==> src/rtl/icc_map.vh <==
// Register map, field positions and reset values of the controller slice
`ifndef ICC_MAP_VH
`define ICC_MAP_VH

// Register byte offsets
`define ICC_OFF_CLR_TXABRT   8'h54
`define ICC_OFF_CLR_NACK     8'h58
`define ICC_OFF_CLR_ACT      8'h5C
`define ICC_OFF_CLR_STOP     8'h60
`define ICC_OFF_CLR_START    8'h64
`define ICC_OFF_CLR_GCALL    8'h68
`define ICC_OFF_ENABLE       8'h6C
`define ICC_OFF_STATUS       8'h70
`define ICC_OFF_TX_FILL_COUNT        8'h74
`define ICC_OFF_RX_FILL_COUNT        8'h78
`define ICC_OFF_SDA_HOLD     8'h7C
`define ICC_OFF_ABRT_SRC     8'h80

// Raw interrupt flag positions
`define ICC_RAW_TXABRT       6
`define ICC_RAW_NACK         7
`define ICC_RAW_ACT          8
`define ICC_RAW_STOP         9
`define ICC_RAW_START        10
`define ICC_RAW_GCALL        11

// Enable register fields
`define ICC_EN_ENABLE        0
`define ICC_EN_ABORT         1

// Status register fields
`define ICC_ST_ACT           0
`define ICC_ST_TX_FIFO_NOT_FULL          1
`define ICC_ST_TFE           2
`define ICC_ST_RX_FIFO_NOT_EMPTY          3
`define ICC_ST_RFF           4
`define ICC_ST_MST           5
`define ICC_ST_SLV           6

// Abort reasons fields
`define ICC_AS_FLUSH_LSB     24
`define ICC_AS_CAUSE_W       17

// Reset values
`define ICC_RST_ENABLE       2'h0
`define ICC_RST_STATUS       7'h06
`define ICC_RST_SDA_HOLD     16'h0001
`define ICC_RST_LEVEL        4'h0
`define ICC_RST_ABRT_SRC     32'h00000000

`endif

==> src/rtl/icc_sync.v <==
// Two flip-flop synchroniser for asynchronous inputs
`default_nettype none

module icc_sync #(
  parameter W = 1
) (
  // Clock and reset
  input  wire         i_clk,
  input  wire         i_srst,
  // Asynchronous input and synchronised output
  input  wire [W-1:0] i_async,
  output wire [W-1:0] o_sync
);

  reg [W-1:0] meta_r;
  reg [W-1:0] sync_r;

  // First stage feeds only the second stage
  always @(posedge i_clk) begin
    if (i_srst) begin
      meta_r <= {W{1'b0}};
      sync_r <= {W{1'b0}};
    end else begin
      meta_r <= i_async;
      sync_r <= meta_r;
    end
  end

  assign o_sync = sync_r;

endmodule

`default_nettype wire

==> src/rtl/icc_flags.v <==
// Bank of sticky flags, set by hardware, cleared by software
`default_nettype none

module icc_flags #(
  parameter W = 6
) (
  // Clock and reset
  input  wire         i_clk,
  input  wire         i_srst,
  // Set and clear strobes, one per flag
  input  wire [W-1:0] i_set,
  input  wire [W-1:0] i_clr,
  // Flag state
  output wire [W-1:0] o_flag
);

  reg [W-1:0] flag_r;

  genvar g;
  generate
    for (g = 0; g < W; g = g + 1) begin : g_flag
      // Set beats clear so an event in the clear cycle survives
      always @(posedge i_clk) begin
        if (i_srst) begin
          flag_r[g] <= 1'b0;
        end else if (i_set[g]) begin
          flag_r[g] <= 1'b1;
        end else if (i_clr[g]) begin
          flag_r[g] <= 1'b0;
        end
      end
    end
  endgenerate

  assign o_flag = flag_r;

endmodule

`default_nettype wire

==> src/rtl/icc_regs.v <==
// Register slice of the two-wire bus controller with APB access
//
// Notes on behaviour
// - Abort clear read drops flag and reasons
// - Nack clear read drops slave nack flag
// - Activity clear read works only when idle
// - Stop clear read drops stop flag
// - Start clear read drops start flag
// - General call clear read drops flag
// - Abort bit set by write, clears when done
// - Enable bit zero, resets to zero
// - Status bit 6 shows slave busy
// - Status bit 5 shows master busy
// - Status bit 4 shows receive FIFO full
// - Status bit 3 shows receive FIFO nonempty
// - Status bit 2 shows transmit FIFO empty
// - Status bit 1 shows transmit FIFO room
// - Transmit level register reports entry count
// - Receive level register reports entry count
// - Sixteen-bit SDA hold, resets to one
// - Activity flag set by activity, sticky
// - Abort captures prior transmit level
//
// Added by the designer: the APB register port.
`include "icc_map.vh"
`default_nettype none

module icc_regs #(
  parameter FIFO_DEPTH = 8,
  parameter LVL_W      = 4
) (
  // Clock and reset
  input  wire             i_clk,
  input  wire             i_srst,
  // APB slave
  input  wire             i_psel,
  input  wire             i_penable,
  input  wire             i_pwrite,
  input  wire [7:0]       i_paddr,
  input  wire [31:0]      i_pwdata,
  input  wire [3:0]       i_pstrb,
  output wire             o_pready,
  output reg  [31:0]      o_prdata,
  output wire             o_pslverr,
  // Two-wire bus pins, observed only
  input  wire             i_scl,
  input  wire             i_sda,
  // Protocol engine status
  input  wire             i_mst_busy,
  input  wire             i_slv_busy,
  input  wire             i_tx_abort,
  input  wire [16:0]      i_abort_src,
  input  wire             i_slv_nack,
  input  wire             i_general_call_received_flag,
  input  wire             i_abort_done,
  input  wire [LVL_W-1:0] i_tx_fill_count,
  input  wire [LVL_W-1:0] i_rx_fill_count,
  // Controls towards the protocol engine
  output wire             o_enable,
  output wire             o_abort,
  output wire [15:0]      o_sda_hold_cycles,
  output wire [11:0]      o_raw_flags
);

  // Abort sequencer states
  localparam [1:0] ABT_IDLE = 2'b01;
  localparam [1:0] ABT_RUN  = 2'b10;

  // Flag bank indices
  localparam F_TXABRT = 0;
  localparam F_NACK   = 1;
  localparam F_ACT    = 2;
  localparam F_STOP   = 3;
  localparam F_START  = 4;
  localparam F_GCALL  = 5;
  localparam NFLAG    = 6;

  reg              enable_r;
  reg  [1:0]       abt_state_r;
  reg  [1:0]       abt_state_nxt;
  reg  [15:0]      sda_hold_r;
  reg  [6:0]       status_r;
  reg  [LVL_W-1:0] tx_lvl_r;
  reg  [LVL_W-1:0] rx_lvl_r;
  reg  [LVL_W-1:0] tx_lvl_prev_r;
  reg  [31:0]      abrt_src_r;
  reg              err_r;
  reg  [31:0]      rd_nxt;
  reg              err_nxt;
  reg              scl_d_r;
  reg              sda_d_r;
  wire [1:0]       pin_s;
  wire             scl_s;
  wire             sda_s;
  wire             start_evt;
  wire             stop_evt;
  wire             act_now;
  wire             setup;
  wire             access;
  wire             wr_acc;
  wire             rd_acc;
  wire [NFLAG-1:0] flag_set;
  wire [NFLAG-1:0] flag_clr;
  wire [NFLAG-1:0] flag;
  wire             abort_req;
  wire             tx_full;
  wire             rx_full;
  wire [6:0]       status_nxt;

  // APB phases; zero wait states, data prepared in setup
  // Error decoded in setup, so access never waits
  assign setup    = i_psel & ~i_penable;
  assign access   = i_psel & i_penable;
  assign o_pready = access;
  assign wr_acc   = access & i_pwrite;
  assign rd_acc   = access & ~i_pwrite;
  assign o_pslverr = access & err_r;

  // Bus pins come from another domain
  icc_sync #(
    .W (2)
  ) u_pin_sync (
    .i_clk   (i_clk),
    .i_srst  (i_srst),
    .i_async ({i_scl, i_sda}),
    .o_sync  (pin_s)
  );

  assign scl_s = pin_s[1];
  assign sda_s = pin_s[0];

  // Previous pin levels for edge finding
  // Reset high like an idle bus; the synchroniser resets low, so release shows a falling edge on both pins
  always @(posedge i_clk) begin
    if (i_srst) begin
      scl_d_r <= 1'b1;
      sda_d_r <= 1'b1;
    end else begin
      scl_d_r <= scl_s;
      sda_d_r <= sda_s;
    end
  end

  // SDA moving while SCL stays high marks start or stop
  // Gated by enable; a disabled controller logs no bus events
  assign start_evt = enable_r & scl_d_r & scl_s & sda_d_r & ~sda_s;
  assign stop_evt  = enable_r & scl_d_r & scl_s & ~sda_d_r & sda_s;

  // Either state machine away from idle counts as activity
  assign act_now = i_mst_busy | i_slv_busy;

  // Hardware events raise sticky flags
  // Activity sets on every busy cycle, so set beats clear
  assign flag_set[F_TXABRT] = i_tx_abort;
  assign flag_set[F_NACK]   = i_slv_nack;
  assign flag_set[F_ACT]    = act_now;
  assign flag_set[F_STOP]   = stop_evt;
  assign flag_set[F_START]  = start_evt;
  assign flag_set[F_GCALL]  = i_general_call_received_flag;

  // Reads of the clear registers drop their flag
  // Activity clear is ignored while either machine is busy
  assign flag_clr[F_TXABRT] = rd_acc &
    (i_paddr == `ICC_OFF_CLR_TXABRT);
  assign flag_clr[F_NACK]   = rd_acc &
    (i_paddr == `ICC_OFF_CLR_NACK);
  assign flag_clr[F_ACT]    = rd_acc & ~act_now &
    (i_paddr == `ICC_OFF_CLR_ACT);
  assign flag_clr[F_STOP]   = rd_acc &
    (i_paddr == `ICC_OFF_CLR_STOP);
  assign flag_clr[F_START]  = rd_acc &
    (i_paddr == `ICC_OFF_CLR_START);
  assign flag_clr[F_GCALL]  = rd_acc &
    (i_paddr == `ICC_OFF_CLR_GCALL);

  icc_flags #(
    .W (NFLAG)
  ) u_flags (
    .i_clk  (i_clk),
    .i_srst (i_srst),
    .i_set  (flag_set),
    .i_clr  (flag_clr),
    .o_flag (flag)
  );

  // Raw flags at their fixed positions, others zero
  // No bus offset for these; the engine reads them here
  assign o_raw_flags = {flag[F_GCALL], flag[F_START], flag[F_STOP],
                        flag[F_ACT], flag[F_NACK], flag[F_TXABRT],
                        6'h00};

  // Software write of one starts an abort
  assign abort_req = wr_acc & i_pstrb[0] &
    (i_paddr == `ICC_OFF_ENABLE) & i_pwdata[`ICC_EN_ABORT];

  // Abort sequencer; a new request wins over a done pulse
  // Writing zero never cancels an abort in progress
  always @* begin
    abt_state_nxt = abt_state_r;
    case (abt_state_r)
      ABT_IDLE: begin
        if (abort_req) begin
          abt_state_nxt = ABT_RUN;
        end
      end
      ABT_RUN: begin
        if (i_abort_done && !abort_req) begin
          abt_state_nxt = ABT_IDLE;
        end
      end
      default: begin
        abt_state_nxt = ABT_IDLE;
      end
    endcase
  end

  always @(posedge i_clk) begin
    if (i_srst) begin
      abt_state_r <= ABT_IDLE;
    end else begin
      abt_state_r <= abt_state_nxt;
    end
  end

  // Writable registers honour byte strobes; upper bits dropped
  // Upper lanes hold only reserved bits, so they are ignored
  always @(posedge i_clk) begin
    if (i_srst) begin
      enable_r   <= 1'b0;
      sda_hold_r <= `ICC_RST_SDA_HOLD;
    end else if (wr_acc) begin
      if (i_paddr == `ICC_OFF_ENABLE && i_pstrb[0]) begin
        enable_r <= i_pwdata[`ICC_EN_ENABLE];
      end
      if (i_paddr == `ICC_OFF_SDA_HOLD) begin
        if (i_pstrb[0]) begin
          sda_hold_r[7:0] <= i_pwdata[7:0];
        end
        if (i_pstrb[1]) begin
          sda_hold_r[15:8] <= i_pwdata[15:8];
        end
      end
    end
  end

  assign o_enable          = enable_r;
  assign o_abort           = abt_state_r[1];
  assign o_sda_hold_cycles = sda_hold_r;

  // FIFO occupancy compares, widened to avoid truncation
  assign tx_full = ({{(32-LVL_W){1'b0}}, tx_lvl_r} == FIFO_DEPTH);
  assign rx_full = ({{(32-LVL_W){1'b0}}, rx_lvl_r} == FIFO_DEPTH);

  // Status snapshot; FIFO bits from registered levels, busy and activity bits straight from the engine
  assign status_nxt[`ICC_ST_SLV]  = i_slv_busy;
  assign status_nxt[`ICC_ST_MST]  = i_mst_busy;
  assign status_nxt[`ICC_ST_RFF]  = rx_full;
  assign status_nxt[`ICC_ST_RX_FIFO_NOT_EMPTY] = (rx_lvl_r != {LVL_W{1'b0}});
  assign status_nxt[`ICC_ST_TFE]  = (tx_lvl_r == {LVL_W{1'b0}});
  assign status_nxt[`ICC_ST_TX_FIFO_NOT_FULL] = ~tx_full;
  assign status_nxt[`ICC_ST_ACT]  = act_now;

  // Level registers and status busy bits lag the engine by one cycle, status FIFO bits by two
  // Reads latch in setup, so software sees one cycle more of lag
  always @(posedge i_clk) begin
    if (i_srst) begin
      tx_lvl_r      <= {LVL_W{1'b0}};
      rx_lvl_r      <= {LVL_W{1'b0}};
      tx_lvl_prev_r <= {LVL_W{1'b0}};
      status_r      <= `ICC_RST_STATUS;
    end else begin
      tx_lvl_r      <= i_tx_fill_count;
      rx_lvl_r      <= i_rx_fill_count;
      tx_lvl_prev_r <= tx_lvl_r;
      status_r      <= status_nxt;
    end
  end

  // Abort reasons; a new abort beats a clearing read
  // Level taken one stage back, before the engine flushes
  always @(posedge i_clk) begin
    if (i_srst) begin
      abrt_src_r <= `ICC_RST_ABRT_SRC;
    end else if (i_tx_abort) begin
      abrt_src_r <= {{(8-LVL_W){1'b0}}, tx_lvl_prev_r,
                     7'h00, i_abort_src};
    end else if (flag_clr[F_TXABRT]) begin
      abrt_src_r <= 32'h00000000;
    end
  end

  // Read mux; clear registers always read zero
  // Unmapped offsets raise the slave error with zero data
  always @* begin
    rd_nxt  = 32'h00000000;
    err_nxt = 1'b0;
    case (i_paddr)
      `ICC_OFF_CLR_TXABRT,
      `ICC_OFF_CLR_NACK,
      `ICC_OFF_CLR_ACT,
      `ICC_OFF_CLR_STOP,
      `ICC_OFF_CLR_START,
      `ICC_OFF_CLR_GCALL: begin
        rd_nxt = 32'h00000000;
      end
      `ICC_OFF_ENABLE: begin
        rd_nxt = {30'h0, abt_state_r[1], enable_r};
      end
      `ICC_OFF_STATUS: begin
        rd_nxt = {25'h0, status_r};
      end
      `ICC_OFF_TX_FILL_COUNT: begin
        rd_nxt = {{(32-LVL_W){1'b0}}, tx_lvl_r};
      end
      `ICC_OFF_RX_FILL_COUNT: begin
        rd_nxt = {{(32-LVL_W){1'b0}}, rx_lvl_r};
      end
      `ICC_OFF_SDA_HOLD: begin
        rd_nxt = {16'h0000, sda_hold_r};
      end
      `ICC_OFF_ABRT_SRC: begin
        rd_nxt = abrt_src_r;
      end
      default: begin
        err_nxt = 1'b1;
      end
    endcase
  end

  // Read data captured in setup, stable through the access cycle
  // Writes load zero so stale data never leaks onto the bus
  always @(posedge i_clk) begin
    if (i_srst) begin
      o_prdata <= 32'h00000000;
      err_r    <= 1'b0;
    end else if (setup) begin
      o_prdata <= i_pwrite ? 32'h00000000 : rd_nxt;
      err_r    <= err_nxt;
    end
  end

endmodule

`default_nettype wire

==> config.mk <==
export PLATFORM = sky130hd
export DESIGN_NAME = icc_regs
export DESIGN_NICKNAME = d
export VERILOG_FILES = /design/src/rtl/icc_sync.v /design/src/rtl/icc_flags.v /design/src/rtl/icc_regs.v
export VERILOG_INCLUDE_DIRS = /design/src /design/src/rtl
export SDC_FILE = /design/constraint.sdc
export NUM_CORES = 1
export LEC_CHECK = 0
export ABC_CLOCK_PERIOD_IN_PS = 3700
export BUFFER_PORTS_ARGS = -buffer_cell sky130_fd_sc_hd__buf_2
export CAP_MARGIN = 10
export CORE_MARGIN = 2
export CORE_UTILIZATION = 43
export CTS_CLUSTER_DIAMETER = 200
export DETAILED_ROUTE_END_ITERATION = 8
export GPL_TIMING_DRIVEN = 0
export MAX_ROUTING_LAYER = met4
export PLACE_DENSITY = 0.79
export SLEW_MARGIN = 20
export SYNTH_ARGS = -nofsm -noshare
export SYNTH_HDL_FRONTEND = slang
export SYNTH_SLANG_ARGS = --single-unit
==> constraint.sdc <==
create_clock -name i_clk -period 3.7 [get_ports i_clk]
set_input_delay 0.37 -clock i_clk [delete_from_list [all_inputs] [get_ports i_clk]]
set_output_delay 0.37 -clock i_clk [all_outputs]
set_load 0.01 [all_outputs]
==> impl_metrics.json <==
{
  "synth_top_area_frac": 0.495,
  "yosys_warnings": 0,
  "synthArstFlopShare": 0,
  "hold_buffers": 0,
  "gp_congestion": 0.925,
  "p_total_w": 0.00194,
  "worst_setup_path_start_kind": "primary input",
  "swShare": 0.259,
  "synth_commonest_cells": "dfxtp_1, nor2_1, nand2_1, a21oi_1, a22oi_1",
  "clockBufferDepth": 2,
  "dieWidth_um": 97.5,
  "path_clk_slew_ns": 0.10,
  "seqPwrFrac": 0.539,
  "place_area_um2": 4500,
  "min_period_ns": 2.12,
  "hold_viol_final": 0,
  "via_count": 3379,
  "final_cell_area_um2": 4720,
  "multi_input_area_um2": 1700,
  "ys_ff_latch": 93,
  "power_switching_w": 0.000503,
  "intPower_w": 0.00144,
  "wl_um": 10000,
  "clock_latency_ns": 0.36,
  "postCtsSetupBuffers": 0,
  "cts_root_buf": "clkbuf_8",
  "pin_count": 146,
  "dp.final_hpwl_um": 7710,
  "cts_tree": "built",
  "num_rows": 34,
  "die_y_um": 97.5,
  "startpoint": "i_penable",
  "cts_resized": 0,
  "comb_power_share": 0.092,
  "leakage_nw": 2.03,
  "worst_path_largest_cell_delay_ns": 0.91,
  "htreeDepth": 3,
  "antenna_left": 0,
  "max-slew-margin-rel": 0.305,
  "cp_slowest_cell": "nor4_1",
  "ys_types": 51,
  "period_share": 0.574,
  "port_buffers": 110,
  "gr-total-overflow": 0,
  "vias_per_cell": 5.16,
  "synth_edf_count": 0,
  "layout-drive-gt1-share": 0.294,
  "drc": 0,
  "worst_pin_slew_ns": 1.03,
  "yosys.area.top_type": "dfxtp_1",
  "fin_tns_setup_ns": 0,
  "placed_cells": 639,
  "layout.nets": 624,
  "end_kind": "flop",
  "holdCritPathClass": "primary input to flop",
  "fin_skew_ns": 0.0106,
  "start_util": 0.437,
  "dieArea_um2": 9510,
  "areaGrowthSynthToFinish_pct": 25.5,
  "dr.first_iter.drc_count": 130,
  "path_max_fanout": 10,
  "grt_pass1_vias": 3248,
  "path_cells": "buf_2 -> nand2_1 -> nor4_1 -> a21oi_1 -> clkbuf_1 -> a22oi_1 -> nor2_1",
  "setup_violations": 0,
  "crit_required_ns": 3.94,
  "fp.coreArea_um2": 8590,
  "wl_per_cell_um": 15.3,
  "drv_cap": 0,
  "first_pass_iters": 4,
  "power.share.clock": 0.369,
  "syn_area_per_cell_um2": 9.28,
  "grt_antenna_before_repair": 0,
  "synthesis.area_um2": 3760,
  "synthCells": 405,
  "cts.sinks": 93,
  "fillers": 832,
  "max_freq_ghz": 0.471,
  "crit_arrival_ns": 2.36,
  "min_from": "i_srst",
  "p_per_area_nw_per_um2": 412,
  "vdd_drop_max_uv": 178,
  "slew_violations": 0,
  "status": "complete, no violations",
  "grt_pass1_wl_um": 15800,
  "ys.flop_type": "dfxtp_1",
  "track_usage": 0.217,
  "numCtsBuffers": 9,
  "r2r-start": "o_sda_hold_cycles[3]",
  "final_cells": 655,
  "synth.most_common_cell": "dfxtp_1",
  "seqCellArea_um2": 1860,
  "diodes": 0,
  "synth_area_leaders": "dfxtp_1, a22oi_1, mux2i_1",
  "path_class": "primary input to flop",
  "seq_area_frac_synth": 0.495,
  "rsz0062_at_grt": "no",
  "grt_max_degree": 19
}
## final timing paths
| check | to | slack (ns) | depth (start not counted) |
|---|---|---|---|
| max | abrt_src_r[12] | 1.58 | 7 |
| min | status_r[6] | 0.21 | 2 |
| max reg2reg | o_prdata[3] | 2.32 | 4 |
| min reg2reg | u_pin_sync.o_sync[1] | 0.44 | 1 |
## layer usage
layer	up-vias	wire length, um	share of wire	track usage
met5	-	0	0	-
met4	0	203	0.020	0.0876
met3	13	629	0.063	0.0446
met2	116	4910	0.49	0.361
met1	1588	4290	0.43	0.258
li1	1662	-	-	-
## stage by stage
stage	worst slack, ns	hold WS [ns]	utilization
after floorplan	1.87	0.409	-
after global placement	1.26	0.417	0.524
after detailed placement	1.25	0.422	0.524
after CTS	1.62	0.195	0.549
after global routing	1.40	0.190	0.549
final	1.58	0.210	0.549
## power by group through the flow
stage               sequential, W  clock [W]  combinational, W
floorplan                 0.00107          0          0.000102
global placement          0.00107          0          0.000174
detailed placement        0.00107          0          0.000177
CTS                       0.00105   0.000732          0.000177
global route              0.00105   0.000780          0.000196
finish                    0.00105   0.000717          0.000178
## critical path: cells and delay by family
kind                   cells  cell delay (ns)
AND/OR/NAND/NOR            3             1.13
AO/OA/AOI/OAI              2             0.46
buffers and inverters      2             0.41
## sequential cells by signal, indices dropped and copies added (netlist names)
register	cells
sda_d_r	1
o_sda_hold_cycles	16
abrt_src_r	21
u_pin_sync.o_sync	2
tx_lvl_r	4
u_pin_sync.meta_r	2
abt_state_r	2
u_flags.o_flag	6
rx_lvl_r	4
err_r	1
tx_lvl_prev_r	4
scl_d_r	1
o_prdata	21
o_enable	1
status_r	7
## logic make-up (layout without fill, tap and decap cells)
| family | Yosys count | count (layout) | synth area share |
|---|---|---|---|
| mux | 21 | 21 | 0.0596 |
| compound gates | 89 | 89 | 0.166 |
| other cells | 1 | 17 | 0.000998 |
| buf+inv | 47 | 173 | 0.0689 |
| simple gates | 154 | 154 | 0.209 |
| flops | 93 | 93 | 0.495 |
## placed cells by master, fill, tap and decap left out, drive strengths merged, types with 2 or more instances in the layout
| cell | Yosys | layout |
|---|---|---|
| or3 | 3 | 3 |
| a22oi | 27 | 27 |
| nor3 | 3 | 3 |
| nand2b | 4 | 4 |
| inv | 5 | 10 |
| o2bb2ai | 3 | 3 |
| a21oi | 29 | 29 |
| mux2i | 19 | 19 |
| nor2 | 47 | 47 |
| o21ai | 8 | 8 |
| nand3 | 20 | 20 |
| a32o | 2 | 2 |
| nor2b | 23 | 23 |
| a22o | 9 | 9 |
| nand2 | 31 | 31 |
| buf | 26 | 136 |
| nand3b | 2 | 2 |
| clkbuf | 16 | 25 |
| a31oi | 2 | 2 |
| a221oi | 2 | 2 |
| dfxtp | 93 | 93 |
| and2 | 2 | 2 |
| or2 | 3 | 3 |
| conb | 1 | 17 |
| and3 | 4 | 4 |
| nor4b | 2 | 2 |
| nor4 | 3 | 3 |
## final cells by class
type                            count  area share
Sequential cell                    93       0.395
Clock buffer                        9      0.0263
Buffer                             42      0.0509
Inverter                            5     0.00398
Clock inverter                      7      0.0186
Multi-Input combinational cell    281       0.360
Tap cell                          108      0.0287
Timing Repair Buffer              110       0.117
No activity file was read; power rests on OpenSTA's default activity.
